$ cat config.mk
export PLATFORM = sky130hd
export DESIGN_NAME = pgm_gpio_ctrl
export DESIGN_NICKNAME = d
export VERILOG_FILES = /design/src/design/pgm_pkg.sv /design/src/design/pgm_gpio_ctrl.sv
export SDC_FILE = /design/constraint.sdc
export NUM_CORES = 1
export LEC_CHECK = 0
export ABC_AREA = 1
export BUFFER_PORTS_ARGS = -buffer_cell sky130_fd_sc_hd__buf_4
export CELL_PAD_IN_SITES_DETAIL_PLACEMENT = 0
export CELL_PAD_IN_SITES_GLOBAL_PLACEMENT = 1
export CORE_MARGIN = 1
export CORE_UTILIZATION = 30
export CTS_CLUSTER_DIAMETER = 80
export CTS_CLUSTER_SIZE = 16
export DETAILED_ROUTE_END_ITERATION = 16
export PLACE_DENSITY_LB_ADDON = 0.1
export SYNTH_ARGS = -nofsm -noshare
export SYNTH_HDL_FRONTEND = slang
export SYNTH_SLANG_ARGS = --single-unit
$ cat constraint.sdc
create_clock -name clk -period 5.1 [get_ports clk]
set_clock_uncertainty 0.05 [all_clocks]
set_input_delay 1.02 -clock clk [delete_from_list [all_inputs] [get_ports clk]]
set_output_delay 1.02 -clock clk [all_outputs]
set_load 0.005 [all_outputs]
$ cat src/design/pgm_pkg.sv
package pgm_pkg;

    // ------------------------------------------------------------
    // Serial port
    // ------------------------------------------------------------
    // Seven-bit bus address of the device, value arbitrary
    localparam logic [6:0] I2C_DEV_ADDR = 7'h2a;

    typedef enum logic [3:0] {
        ST_IDLE = 4'b0000,
        ST_ADDR = 4'b0001,
        ST_AACK = 4'b0010,
        ST_PTR = 4'b0011,
        ST_PACK = 4'b0100,
        ST_WDATA = 4'b0101,
        ST_WACK = 4'b0110,
        ST_RDATA = 4'b0111,
        ST_RACK = 4'b1000
    } pgm_i2c_e;

    // ------------------------------------------------------------
    // Register map
    // ------------------------------------------------------------
    localparam logic [7:0] ADDR_PINS_ONE_TWO_CFG = 8'h1b;
    localparam logic [7:0] ADDR_PIN_THREE_MISC_CFG = 8'h1c;
    localparam logic [7:0] RST_PINS_ONE_TWO_CFG = 8'h00;
    localparam logic [7:0] RST_PIN_THREE_MISC_CFG = 8'h00;

    // Fields of pins_one_two_cfg
    localparam int B12_PIN_TWO_DIR = 7;
    localparam int B12_PIN_ONE_DIR = 6;
    localparam int B12_PIN_TWO_LEVEL = 5;
    localparam int B12_PIN_ONE_LEVEL = 4;
    localparam int B12_PIN_TWO_POLARITY = 3;
    localparam int B12_PIN_ONE_POLARITY = 2;
    localparam int B12_PIN_ONE_STANDBY_CTL = 1;
    localparam int B12_PIN_ONE_CONV_ONE_CTL = 0;

    // Fields of pin_three_misc_cfg
    localparam int B3_PIN_THREE_DIR = 7;
    localparam int B3_PIN_THREE_LEVEL = 6;
    localparam int B3_REGULATOR_ZERO_ON = 5;
    localparam int B3_CHARGE_VOLTAGE_SEL = 4;
    localparam int B3_PIN_TWO_IRQ_EN = 2;
    localparam int B3_PIN_ONE_IRQ_EN = 1;
    localparam int B3_PIN_TWO_CONV_TWO_CTL = 0;

endpackage

$ cat src/design/pgm_gpio_ctrl.sv
// Functional notes
// Pin three output: level one releases, zero pulls
// Pin three input: edge-selected conversion trigger
// Pin two output: level one releases, zero pulls
// Pin one output: level one releases, zero pulls
// Pin two edge drives interrupt, polarity selects
// Pin one edge drives interrupt, polarity selects
// Pin two level requests converter two
// Pin one level requests converter one
// Pin one level requests standby, both converters
// Host: interrupt use clears converter, standby controls
// Host: converter-one use clears interrupt, standby
// Host: converter-two use clears interrupt enable
// Two read/write byte registers at 1B, 1C
// Power-up: pins input, no mode selected
// Interrupt releases after two edges plus read
// Undervoltage or output mode also releases interrupt
// Converter acts only when register and pin agree
// Output mode disables all input-side functions
`timescale 1ns/1ps

module pgm_gpio_ctrl (
    input wire logic clk,
    input wire logic rst,
    input wire logic scl,
    input wire logic sda_in,
    output logic sda_out,
    output logic sda_oe,
    input wire logic pin_one_in,
    output logic pin_one_out,
    output logic pin_one_oe,
    input wire logic pin_two_in,
    output logic pin_two_out,
    output logic pin_two_oe,
    input wire logic pin_three_in,
    output logic pin_three_out,
    output logic pin_three_oe,
    input wire logic pin_three_conv_trigger_en,
    input wire logic pin_three_trigger_edge,
    input wire logic buck_one_reg_en,
    input wire logic buck_two_reg_en,
    input wire logic buck_standby_reg_cmd,
    input wire logic uvlo,
    output logic irq_n,
    output logic buck_one_on,
    output logic buck_two_on,
    output logic buck_standby,
    output logic conv_trigger,
    output logic regulator_zero_on,
    output logic charge_voltage_sel
);
    import pgm_pkg::*;

    // ------------------------------------------------------------
    // State
    // ------------------------------------------------------------
    typedef struct packed {
        pgm_i2c_e st;
        logic [2:0] cnt;
        logic got;
        logic rw;
        logic nack;
        logic [7:0] sh;
        logic [7:0] ptr;
        logic sda_oe;
        logic sda_out;
        logic scl_q;
        logic sda_q;
        logic [7:0] cfg12;
        logic [7:0] cfg3;
        logic [2:0] pin_q;
        logic [2:0] pin_oe;
        logic [2:0] pin_out;
        logic [1:0] tog;
        logic [1:0] irq_lat;
        logic irq_n;
        logic buck_one_on;
        logic buck_two_on;
        logic buck_standby;
        logic conv_trigger;
        logic regulator_zero_on;
        logic charge_voltage_sel;
    } pgm_state_s;

    pgm_state_s s;
    pgm_state_s next_s;

    function automatic logic [7:0] reg_read(
        input logic [7:0] a,
        input logic [7:0] c12,
        input logic [7:0] c3
    );
        case (a)
            ADDR_PINS_ONE_TWO_CFG: reg_read = c12;
            ADDR_PIN_THREE_MISC_CFG: reg_read = c3;
            default: reg_read = 8'h00;
        endcase
    endfunction

    // ------------------------------------------------------------
    // Next state
    // ------------------------------------------------------------
    always_comb begin
        logic scl_rise;
        logic scl_fall;
        logic start_c;
        logic stop_c;
        logic rd_evt;
        logic [2:0] pin_in;
        logic [2:0] rise;
        logic [2:0] fall;
        logic [1:0] dir;
        logic [1:0] pol;
        logic [1:0] irq_en;
        logic [1:0] edge_sel;
        logic [1:0] pin_req;
        logic in_three;
        logic [7:0] rd_byte;
        int i;
        scl_rise = 1'b0;
        scl_fall = 1'b0;
        start_c = 1'b0;
        stop_c = 1'b0;
        rd_evt = 1'b0;
        pin_in = '0;
        rise = '0;
        fall = '0;
        dir = '0;
        pol = '0;
        irq_en = '0;
        edge_sel = '0;
        pin_req = '0;
        in_three = 1'b0;
        rd_byte = reg_read(s.ptr, s.cfg12, s.cfg3);
        i = 0;
        next_s = s;

        // ---------------- Serial register port ----------------
        scl_rise = scl & ~s.scl_q;
        scl_fall = ~scl & s.scl_q;
        start_c = scl & s.scl_q & s.sda_q & ~sda_in;
        stop_c = scl & s.scl_q & ~s.sda_q & sda_in;
        next_s.scl_q = scl;
        next_s.sda_q = sda_in;

        if (start_c) begin
            next_s.st = ST_ADDR;
            next_s.cnt = 3'h0;
            next_s.got = 1'b0;
            next_s.sda_oe = 1'b0;
        end else if (stop_c) begin
            next_s.st = ST_IDLE;
            next_s.sda_oe = 1'b0;
        end else if (scl_rise) begin
            case (s.st)
                ST_ADDR, ST_PTR, ST_WDATA: begin
                    next_s.sh = {s.sh[6:0], sda_in};
                    next_s.cnt = s.cnt + 3'h1;
                    next_s.got = (s.cnt == 3'h7);
                end
                ST_RDATA: begin
                    next_s.cnt = s.cnt + 3'h1;
                    next_s.got = (s.cnt == 3'h7);
                end
                ST_RACK: next_s.nack = sda_in;
                default: next_s.got = 1'b0;
            endcase
        end else if (scl_fall) begin
            case (s.st)
                ST_ADDR: begin
                    if (s.got) begin
                        next_s.got = 1'b0;
                        if (s.sh[7:1] == I2C_DEV_ADDR) begin
                            next_s.rw = s.sh[0];
                            next_s.sda_oe = 1'b1;
                            next_s.st = ST_AACK;
                        end else begin
                            next_s.st = ST_IDLE;
                        end
                    end
                end
                ST_PTR: begin
                    if (s.got) begin
                        next_s.got = 1'b0;
                        next_s.ptr = s.sh;
                        next_s.sda_oe = 1'b1;
                        next_s.st = ST_PACK;
                    end
                end
                ST_WDATA: begin
                    if (s.got) begin
                        next_s.got = 1'b0;
                        // Every bit of both registers is writable
                        if (s.ptr == ADDR_PINS_ONE_TWO_CFG) begin
                            next_s.cfg12 = s.sh;
                        end else if (s.ptr == ADDR_PIN_THREE_MISC_CFG) begin
                            next_s.cfg3 = s.sh;
                        end
                        next_s.ptr = s.ptr + 8'h01;
                        next_s.sda_oe = 1'b1;
                        next_s.st = ST_WACK;
                    end
                end
                ST_AACK: begin
                    next_s.cnt = 3'h0;
                    if (s.rw) begin
                        next_s.sh = rd_byte;
                        next_s.sda_oe = ~rd_byte[7];
                        next_s.st = ST_RDATA;
                        rd_evt = 1'b1;
                    end else begin
                        next_s.sda_oe = 1'b0;
                        next_s.st = ST_PTR;
                    end
                end
                ST_PACK, ST_WACK: begin
                    next_s.sda_oe = 1'b0;
                    next_s.cnt = 3'h0;
                    next_s.st = ST_WDATA;
                end
                ST_RDATA: begin
                    if (s.got) begin
                        next_s.got = 1'b0;
                        next_s.sda_oe = 1'b0;
                        next_s.ptr = s.ptr + 8'h01;
                        next_s.st = ST_RACK;
                    end else begin
                        next_s.sda_oe = ~s.sh[3'h7 - s.cnt];
                    end
                end
                ST_RACK: begin
                    if (s.nack) begin
                        next_s.st = ST_IDLE;
                    end else begin
                        next_s.sh = rd_byte;
                        next_s.sda_oe = ~rd_byte[7];
                        next_s.cnt = 3'h0;
                        next_s.st = ST_RDATA;
                        rd_evt = 1'b1;
                    end
                end
                default: next_s.st = ST_IDLE;
            endcase
        end
        next_s.sda_out = 1'b0;

        // ---------------- Pin drivers ----------------
        // Open drain: only ever pull low, never drive high
        next_s.pin_out = 3'h0;
        next_s.pin_oe[0] = s.cfg12[B12_PIN_ONE_DIR]
            & ~s.cfg12[B12_PIN_ONE_LEVEL];
        next_s.pin_oe[1] = s.cfg12[B12_PIN_TWO_DIR]
            & ~s.cfg12[B12_PIN_TWO_LEVEL];
        next_s.pin_oe[2] = s.cfg3[B3_PIN_THREE_DIR]
            & ~s.cfg3[B3_PIN_THREE_LEVEL];

        // ---------------- Edge detection ----------------
        pin_in = {pin_three_in, pin_two_in, pin_one_in};
        next_s.pin_q = pin_in;
        rise = pin_in & ~s.pin_q;
        fall = ~pin_in & s.pin_q;
        dir = {s.cfg12[B12_PIN_TWO_DIR], s.cfg12[B12_PIN_ONE_DIR]};
        pol = {s.cfg12[B12_PIN_TWO_POLARITY],
               s.cfg12[B12_PIN_ONE_POLARITY]};
        irq_en = {s.cfg3[B3_PIN_TWO_IRQ_EN], s.cfg3[B3_PIN_ONE_IRQ_EN]};

        // ---------------- Interrupt latches ----------------
        for (i = 0; i < 2; i++) begin
            edge_sel[i] = ~dir[i] & irq_en[i]
                & (pol[i] ? fall[i] : rise[i]);
            // A read only releases once the second edge has toggled back
            if (uvlo | dir[i]) begin
                next_s.tog[i] = 1'b0;
                next_s.irq_lat[i] = 1'b0;
            end else if (rd_evt & ~s.tog[i]) begin
                next_s.irq_lat[i] = 1'b0;
            end
            // An edge with tog clear wins over a uvlo or read clear in the same cycle
            if (edge_sel[i]) begin
                next_s.tog[i] = ~s.tog[i];
                if (~s.tog[i]) begin
                    next_s.irq_lat[i] = 1'b1;
                end
            end
        end
        next_s.irq_n = ~(next_s.irq_lat[0] | next_s.irq_lat[1]);

        // ---------------- Converter control ----------------
        for (i = 0; i < 2; i++) begin
            pin_req[i] = ~(pin_in[i] ^ pol[i]);
        end
        next_s.buck_one_on = buck_one_reg_en
            & ~(~dir[0] & s.cfg12[B12_PIN_ONE_CONV_ONE_CTL]
                & ~pin_req[0]);
        next_s.buck_two_on = buck_two_reg_en
            & ~(~dir[1] & s.cfg3[B3_PIN_TWO_CONV_TWO_CTL]
                & ~pin_req[1]);
        next_s.buck_standby = buck_standby_reg_cmd
            & ~(~dir[0] & s.cfg12[B12_PIN_ONE_STANDBY_CTL]
                & ~pin_req[0]);

        // ---------------- Conversion trigger ----------------
        in_three = ~s.cfg3[B3_PIN_THREE_DIR];
        next_s.conv_trigger = in_three & pin_three_conv_trigger_en
            & (pin_three_trigger_edge ? rise[2] : fall[2]);

        next_s.regulator_zero_on = s.cfg3[B3_REGULATOR_ZERO_ON];
        next_s.charge_voltage_sel = s.cfg3[B3_CHARGE_VOLTAGE_SEL];
    end

    // ------------------------------------------------------------
    // Registers
    // ------------------------------------------------------------
    always_ff @(posedge clk or posedge rst) begin
        if (rst) begin
            s <= '0;
            s.st <= ST_IDLE;
            s.scl_q <= 1'b1;
            s.sda_q <= 1'b1;
            // Pins idle high on pull-ups: no false edge after reset
            s.pin_q <= 3'h7;
            s.cfg12 <= RST_PINS_ONE_TWO_CFG;
            s.cfg3 <= RST_PIN_THREE_MISC_CFG;
            s.irq_n <= 1'b1;
        end else begin
            s <= next_s;
        end
    end

    assign sda_out = s.sda_out;
    assign sda_oe = s.sda_oe;
    assign pin_one_out = s.pin_out[0];
    assign pin_one_oe = s.pin_oe[0];
    assign pin_two_out = s.pin_out[1];
    assign pin_two_oe = s.pin_oe[1];
    assign pin_three_out = s.pin_out[2];
    assign pin_three_oe = s.pin_oe[2];
    assign irq_n = s.irq_n;
    assign buck_one_on = s.buck_one_on;
    assign buck_two_on = s.buck_two_on;
    assign buck_standby = s.buck_standby;
    assign conv_trigger = s.conv_trigger;
    assign regulator_zero_on = s.regulator_zero_on;
    assign charge_voltage_sel = s.charge_voltage_sel;

endmodule

==> metrics.md, run 1 <==
| Metric | Value |
|---|---|
| Total Routing Usage GR | `16.7%` |
| Cell area after synthesis | `3450 um2` |
| Core area | `11,000 um2` |
| Total gr overflow | `0` |
| Top routing layer in use | `met4` |
| Worst EP required | `5.32 ns` |
| I/O pin cnt | `28` |
| Wirelength, routed | `8840 um` |
| Layout cells sized above 1 | `18.3%` |
| CTS tree | `done` |
| Post-synth top flop | `dfrtp_1` |
| Worst setup SP type | `input pin` |
| NumNets Final | `484` |
| DRC violations left | `0` |
| DIE AREA | `11,900 um2` |
| Period utilization | `49.6%` |
| Crit end category | `flip-flop` |
| FFs w/ async S/R, synth | `100%` |
| Pwr dens | `319 nW/um2` |
| Worst skew pair latency | `0.33 ns` |
| Status | `finished clean` |
| Most frequent cell after synthesis | `nand2_1` |
| Setup TNS | `0 ns` |
| Max FO, Critical Path | `13` |
| Die Height | `109 um` |
| CTS root buffer | `clkbuf_16` |
| Worst slew margin | `37.7%` |
| Filler Cells Inserted | `1,166` |
| Largest net degree at the start of global routing | `42` |
| Non-Filler Instances | `609` |
| Synth warn | `0` |
| DRT met1 WL | `4370 um` |
| Slew Viols, Final | `0` |
| Num CTS Buffers | `9` |
| Worst Tran Pin Value | `0.932 ns` |
| Max Cap Viol | `0` |
| Placed cell area | `3740 um2` |
| Critical path class | `input pin to flip-flop` |
| P_leak | `1.92 nW` |
| Routed wire per std cell | `14.5 um` |
| Final setup margin | `2.57 ns` |
| Vias in the first global route | `2,933` |
| Met2 WL | `3970 um` |
| Vias | `2,933` |
| P&R area growth vs syn | `17.9%` |
| Commonest cells post-synth | `nand2_1, dfrtp_1, inv_1, nand3_1, nor2_1` |
| Biggest area consumer among synthesized cells | `dfrtp_1` |
| CTS H-Tree Depth | `3` |
| Worst hold path class | `flip-flop to flip-flop` |
| Starting DRT DRC Count | `153` |
| Clk buf depth | `2` |
| Area contributors post-synth | `dfrtp_1, nand2_1, inv_1, nand3_1, dfstp_2` |
| RSZ-0062 raised after global routing | `false` |
| #FFs+latches synth | `62` |
| Post-synth cell types | `39` |
| Period minus WS final | `2.53 ns` |
| Post_cts resized | `0` |
| Core Util, Final | `36.9%` |
| Final hold vios | `0` |
| Max Clk Rate | `395 MHz` |
| Post-CTS Hold Buffers | `0` |
| Vias per cell | `4.82` |
| Initial antenna violation count | `0` |
| Detailed placement HPWL | `6560 um` |
| Placed cells | `593` |
| DRT Pass-1 Iters | `4` |
| Clock slew at reported path FFs | `0.06 ns` |
| First-pass GRT wire length | `14,900 um` |
| Post-synth top area share | `40.6%` |
| Row cnt | `38` |
| Antenna Violating Nets Remaining | `0` |
| Antenna Cells | `0` |
| Routability Congestion | `0.811` |
| Dpl ws | `2.24 ns` |
| # setup viols final | `0` |
| Post-route cell area | `4070 um2` |
| Sequential-to-total area share from yosys stat | `45.2%` |
| Number of port buffers | `23` |
| Starting density of the core | `31.3%` |
| Synth Area per Inst | `7.91 um2` |
| Crit path DAT | `2.75 ns` |
| Die width | `109 um` |
| Met3 wire length | `327 um` |
| Final Total Pwr | `1.30 mW` |
| EDFF count, synth | `0` |
| Peak supply drop | `211 uV` |
| WHS | `0.366 ns` |
| Setup bufs post-CTS | `0` |
| # clock sinks | `62` |
| Cells after Synth | `436` |
==> metal layers <==
layer  global-route usage [%]  vias to the layer above
met1                     22.2                     1406
li1                         -                     1469
met3                     2.99                       12
met4                     7.33                        0
met2                     26.6                       46
met5                        0                        -
==> cell usage in the layout, fill, tap and decap left out, types with 6 or more instances in the layout <==
master,n
o21ai_0,31
nand2_2,6
dfstp_2,6
o21ai_2,11
nor2_2,6
buf_4,24
a22oi_1,8
ha_1,7
nand3_1,37
inv_2,8
inv_1,53
o21ai_1,12
dfrtp_1,56
a21oi_1,12
nor2_1,32
nand2_1,108
clkbuf_16,9
==> cell type report <==
cell class                 count  area [um2]  share of cell area, %
multi-input combinational    305        1590                   39.2
clock inverter                 5        81.3                   2.00
clock buffer                  11         243                   5.97
sequential                    62        1560                   38.3
inverter                      62         235                   5.78
tap                          140         175                   4.31
timing repair buffer          24         180                   4.43
==> kinds of logic (layout without fill, tap and decap cells) <==
logic type                 Yosys count  count (layout)  share of synthesized area [%]
and+or+nand+nor                    206             206                           27.7
DFF                                 62              62                           45.2
AOI/OAI and AO/OA                   87              87                           15.2
xor gates and xnor gates             1               1                          0.254
buffers and inverters               72             102                           8.96
adders and majority gates            7               7                           2.54
other                                1               4                          0.109
==> where the power goes <==
group	internal (mW)	switching [mW]	total, mW
logic	0.0339	0.0639	0.0978
registers	0.511	0.0191	0.530
clock network	0.442	0.229	0.671
total	0.987	0.312	1.30
==> worst paths after layout <==
path / from / endpoint / slack [ns] / cells after the start
setup / recovery: scl / irq_n$_DFF_PP1_ / 2.57 / 9
hold / removal: next_s[1]$_DFFE_PP0P_ / regulator_zero_on$_DFF_PP0_ / 0.37 / 0
setup reg to reg: s[37]$_DFF_PP1_ / irq_n$_DFF_PP1_ / 2.82 / 9
hold reg to reg: next_s[1]$_DFFE_PP0P_ / regulator_zero_on$_DFF_PP0_ / 0.37 / 0
max in group asynchronous: rst / s[17]$_DFF_PP1_ / 3.24 / 3
min in group asynchronous: rst / s[7]$_DFF_PP0_ / 0.86 / 2
==> registers in the layout (all words and copies together), names as in the netlist <==
name	flops
s	49
next_s	2
buck_one_on	1
buck_standby	1
buck_two_on	1
charge_voltage_sel	1
conv_trigger	1
irq_n	1
pin_one_oe	1
pin_three_oe	1
pin_two_oe	1
regulator_zero_on	1
sda_oe	1
==> critical path, stage by stage <==
cell,delay [ns]
buf_4,0.13
ha_1,0.38
inv_1,0.25
nand2_1,0.13
nor2_1,0.33
nand2_1,0.17
nor2_1,0.12
o22ai_1,0.09
nor2_1,0.12
Power figures use the tool's default switching activity.
==> run 2: changes to the inputs <==
==> constraint.sdc (replaced) <==
create_clock -name clk -period 2.5 [get_ports clk]
set_clock_uncertainty 0.05 [all_clocks]
set_input_delay 0.5 -clock clk [delete_from_list [all_inputs] [get_ports clk]]
set_output_delay 0.5 -clock clk [all_outputs]
set_load 0.005 [all_outputs]
==> metrics.md, run 2 (same netlist as run 1, synthesis figures left out) <==
| Metric | Value |
|---|---|
| Status | `finished clean (unchanged)` |
| # setup viols final | `0 (unchanged)` |
| Routed wire per std cell | `14.1 um (was 14.5 um)` |
| Crit end category | `flip-flop (unchanged)` |
| Total gr overflow | `0 (unchanged)` |
| First-pass GRT wire length | `14,300 um (was 14,900 um)` |
| DIE AREA | `11,900 um2 (unchanged)` |
| Worst Setup SP | `s[37]$_DFF_PP1_ (was scl)` |
| Period utilization | `83.0%` |
| Placed cells | `597 (was 593)` |
| Worst hold path class | `input pin to asynchronous set/reset pin (was flip-flop to flip-flop)` |
| Layout cells sized above 1 | `19.2% (was 18.3%)` |
| Reg2reg end | `s[21]$_DFFE_PP0P_ (was irq_n$_DFF_PP1_)` |
| Pwr dens | `598 nW/um2 (was 319 nW/um2)` |
| Max Cap Viol | `0 (unchanged)` |
| Wirelength, routed | `8640 um (was 8840 um)` |
| Worst Tran Pin Value | `0.615 ns (was 0.932 ns)` |
| Die width | `109 um (unchanged)` |
| CTS root buffer | `clkbuf_16 (unchanged)` |
| Vias | `2,877 (was 2,933)` |
| Clk buf depth | `2 (unchanged)` |
| Core Util, Final | `36.8% (was 36.9%)` |
| Clock share of power | `47.1% (was 51.7%)` |
| Starting density of the core | `31.3% (unchanged)` |
| Worst setup SP type | `flip-flop (was input pin)` |
| Critical path class | `flip-flop to flip-flop (was input pin to flip-flop)` |
| Max Clk Rate | `482 MHz` |
| Largest register FFs | `49 (unchanged)` |
| Worst R2R Start | `s[37]$_DFF_PP1_ (unchanged)` |
| Worst EP required | `2.64 ns (was 5.32 ns)` |
| # clock sinks | `62 (unchanged)` |
| CTS H-Tree Depth | `3 (unchanged)` |
| Largest net degree at the start of global routing | `63 (was 42)` |
| Antenna Violating Nets Remaining | `0 (unchanged)` |
| Setup bufs post-CTS | `0 (unchanged)` |
| Placed cell area | `3780 um2 (was 3740 um2)` |
| Vias per cell | `4.69 (was 4.82)` |
| Starting DRT DRC Count | `136 (was 153)` |
| Final hold vios | `0 (unchanged)` |
| DRC violations left | `0 (unchanged)` |
| Post-route cell area | `4060 um2 (was 4070 um2)` |
| Crit path DAT | `2.21 ns (was 2.75 ns)` |
| P&R area growth vs syn | `17.7% (was 17.9%)` |
| Vias in the first global route | `2,768 (was 2,933)` |
| Reg-to-reg slack, setup | `0.43 ns (was 2.82 ns)` |
| Top reg by flops | `s (unchanged)` |
| DRT Pass-1 Iters | `4 (unchanged)` |
| P_sw | `639 uW (was 312 uW)` |
| Worst Reg-to-Reg Cells | `8 (was 9)` |
| NumNets Final | `488 (was 484)` |
| Die Height | `109 um (unchanged)` |
| Slew Viols, Final | `0 (unchanged)` |
| Number of port buffers | `23 (unchanged)` |
| Total Routing Usage GR | `16.1% (was 16.7%)` |
| Reg power frac | `44.5% (was 40.8%)` |
| Worst slew margin | `59.0% (was 37.7%)` |
| Routability Congestion | `0.807 (was 0.811)` |
| Row cnt | `38 (unchanged)` |
| I/O pin cnt | `28 (unchanged)` |
| RSZ-0062 raised after global routing | `false (unchanged)` |
| Internal power | `1.79 mW (was 987 uW)` |
| Period minus WS final | `2.07 ns` |
| Commonest non-fill, non-tap cells in the layout | `nand2_1, dfrtp_1, inv_1 (unchanged)` |
| Worst skew pair latency | `0.33 ns (about the same)` |
| Setup TNS | `0 ns (unchanged)` |
| Max FO, Critical Path | `16 (was 13)` |
| Clock slew at reported path FFs | `0.06 ns (about the same)` |
| Commonest non-fill, non-tap cell in the layout | `nand2_1 (unchanged)` |
| Sw frac | `26.3% (was 24.0%)` |
| Core area | `11,000 um2 (unchanged)` |
| Post-CTS Hold Buffers | `0 (unchanged)` |
| Detailed placement HPWL | `6400 um (was 6560 um)` |
| Comb pwr share | `8.4% (was 7.5%)` |
| Initial antenna violation count | `0 (unchanged)` |
| CTS tree | `done (unchanged)` |
| CP endpoint | `s[21]$_DFFE_PP0P_ (was irq_n$_DFF_PP1_)` |
| P_leak | `1.92 nW (about the same)` |
| Filler Cells Inserted | `1,167 (was 1,166)` |
| Non-Filler Instances | `613 (was 609)` |
| Peak supply drop | `267 uV (was 211 uV)` |
| Antenna Cells | `0 (unchanged)` |
| Post_cts resized | `0 (unchanged)` |
| Num CTS Buffers | `9 (unchanged)` |
[run 2: cell types whose count changed in the layout (fill, tap and decap cells not counted), sizes merged]
cell,before,now
clkbuf,11,9
bufinv,2,0
buf,24,28
clkinv,1,5
[run 2: metrics by stage]
stage,setup WS [ns],total power [mW],hold WS (ns)
3_3_place_gp,0.403,1.31,0.345
6_report,0.426,2.43,0.178
4_1_cts,0.401,2.48,0.212
2_1_floorplan,0.419,1.23,0.325
3_5_place_dp,0.344,1.31,0.357
5_1_grt,0.220,2.54,0.217
[run 2: worst min-delay path by stage]
stage	start	end	slack, ns	depth (start not counted)
4_1_cts	rst	s[10]$_DFFE_PP0P_	0.21	3
2_1_floorplan	next_s[0]$_DFFE_PP0P_	charge_voltage_sel$_DFF_PP0_	0.32	0
3_3_place_gp	next_s[0]$_DFFE_PP0P_	charge_voltage_sel$_DFF_PP0_	0.34	0
3_5_place_dp	next_s[0]$_DFFE_PP0P_	charge_voltage_sel$_DFF_PP0_	0.36	0
6_report	rst	s[10]$_DFFE_PP0P_	0.18	3
5_1_grt	rst	s[10]$_DFFE_PP0P_	0.22	3
[run 2: critical path, stage by stage, from the launching register on]
cell and delay [ns]:
dfstp_2 0.54, inv_1 0.04, ha_1 0.18, inv_1 0.16, nand2_1 0.14, nor3_1 0.23
nand2_1 0.36, nand2_1 0.15, o21ai_1 0.07
[run 2: layer usage]
metal  track usage [%]  share of wire [%]
met5                 0                  0
met4              6.00                1.5
met3              2.51                3.3
met2              25.0                 45
met1              22.5                 50
[run 2: final cells by class]
| cell class | count | area (um2) | share of cell area (%) |
|---|---|---|---|
| Multi-Input combinational cell | 305 | 1590 | 39.2 |
| Sequential cell | 62 | 1560 | 38.4 |
| Clock inverter | 7 | 48.8 | 1.20 |
| Clock buffer | 9 | 225 | 5.55 |
| Timing Repair Buffer | 28 | 223 | 5.49 |
| Inverter | 62 | 235 | 5.80 |
| Tap cell | 140 | 175 | 4.32 |
[run 2: power groups by stage]
stage	Clock, mW	Sequential, mW	Combinational (mW)
2_1_floorplan	0	1.09	0.143
3_3_place_gp	0	1.10	0.209
3_5_place_dp	0	1.10	0.208
4_1_cts	1.19	1.08	0.210
5_1_grt	1.22	1.09	0.235
6_report	1.14	1.08	0.205
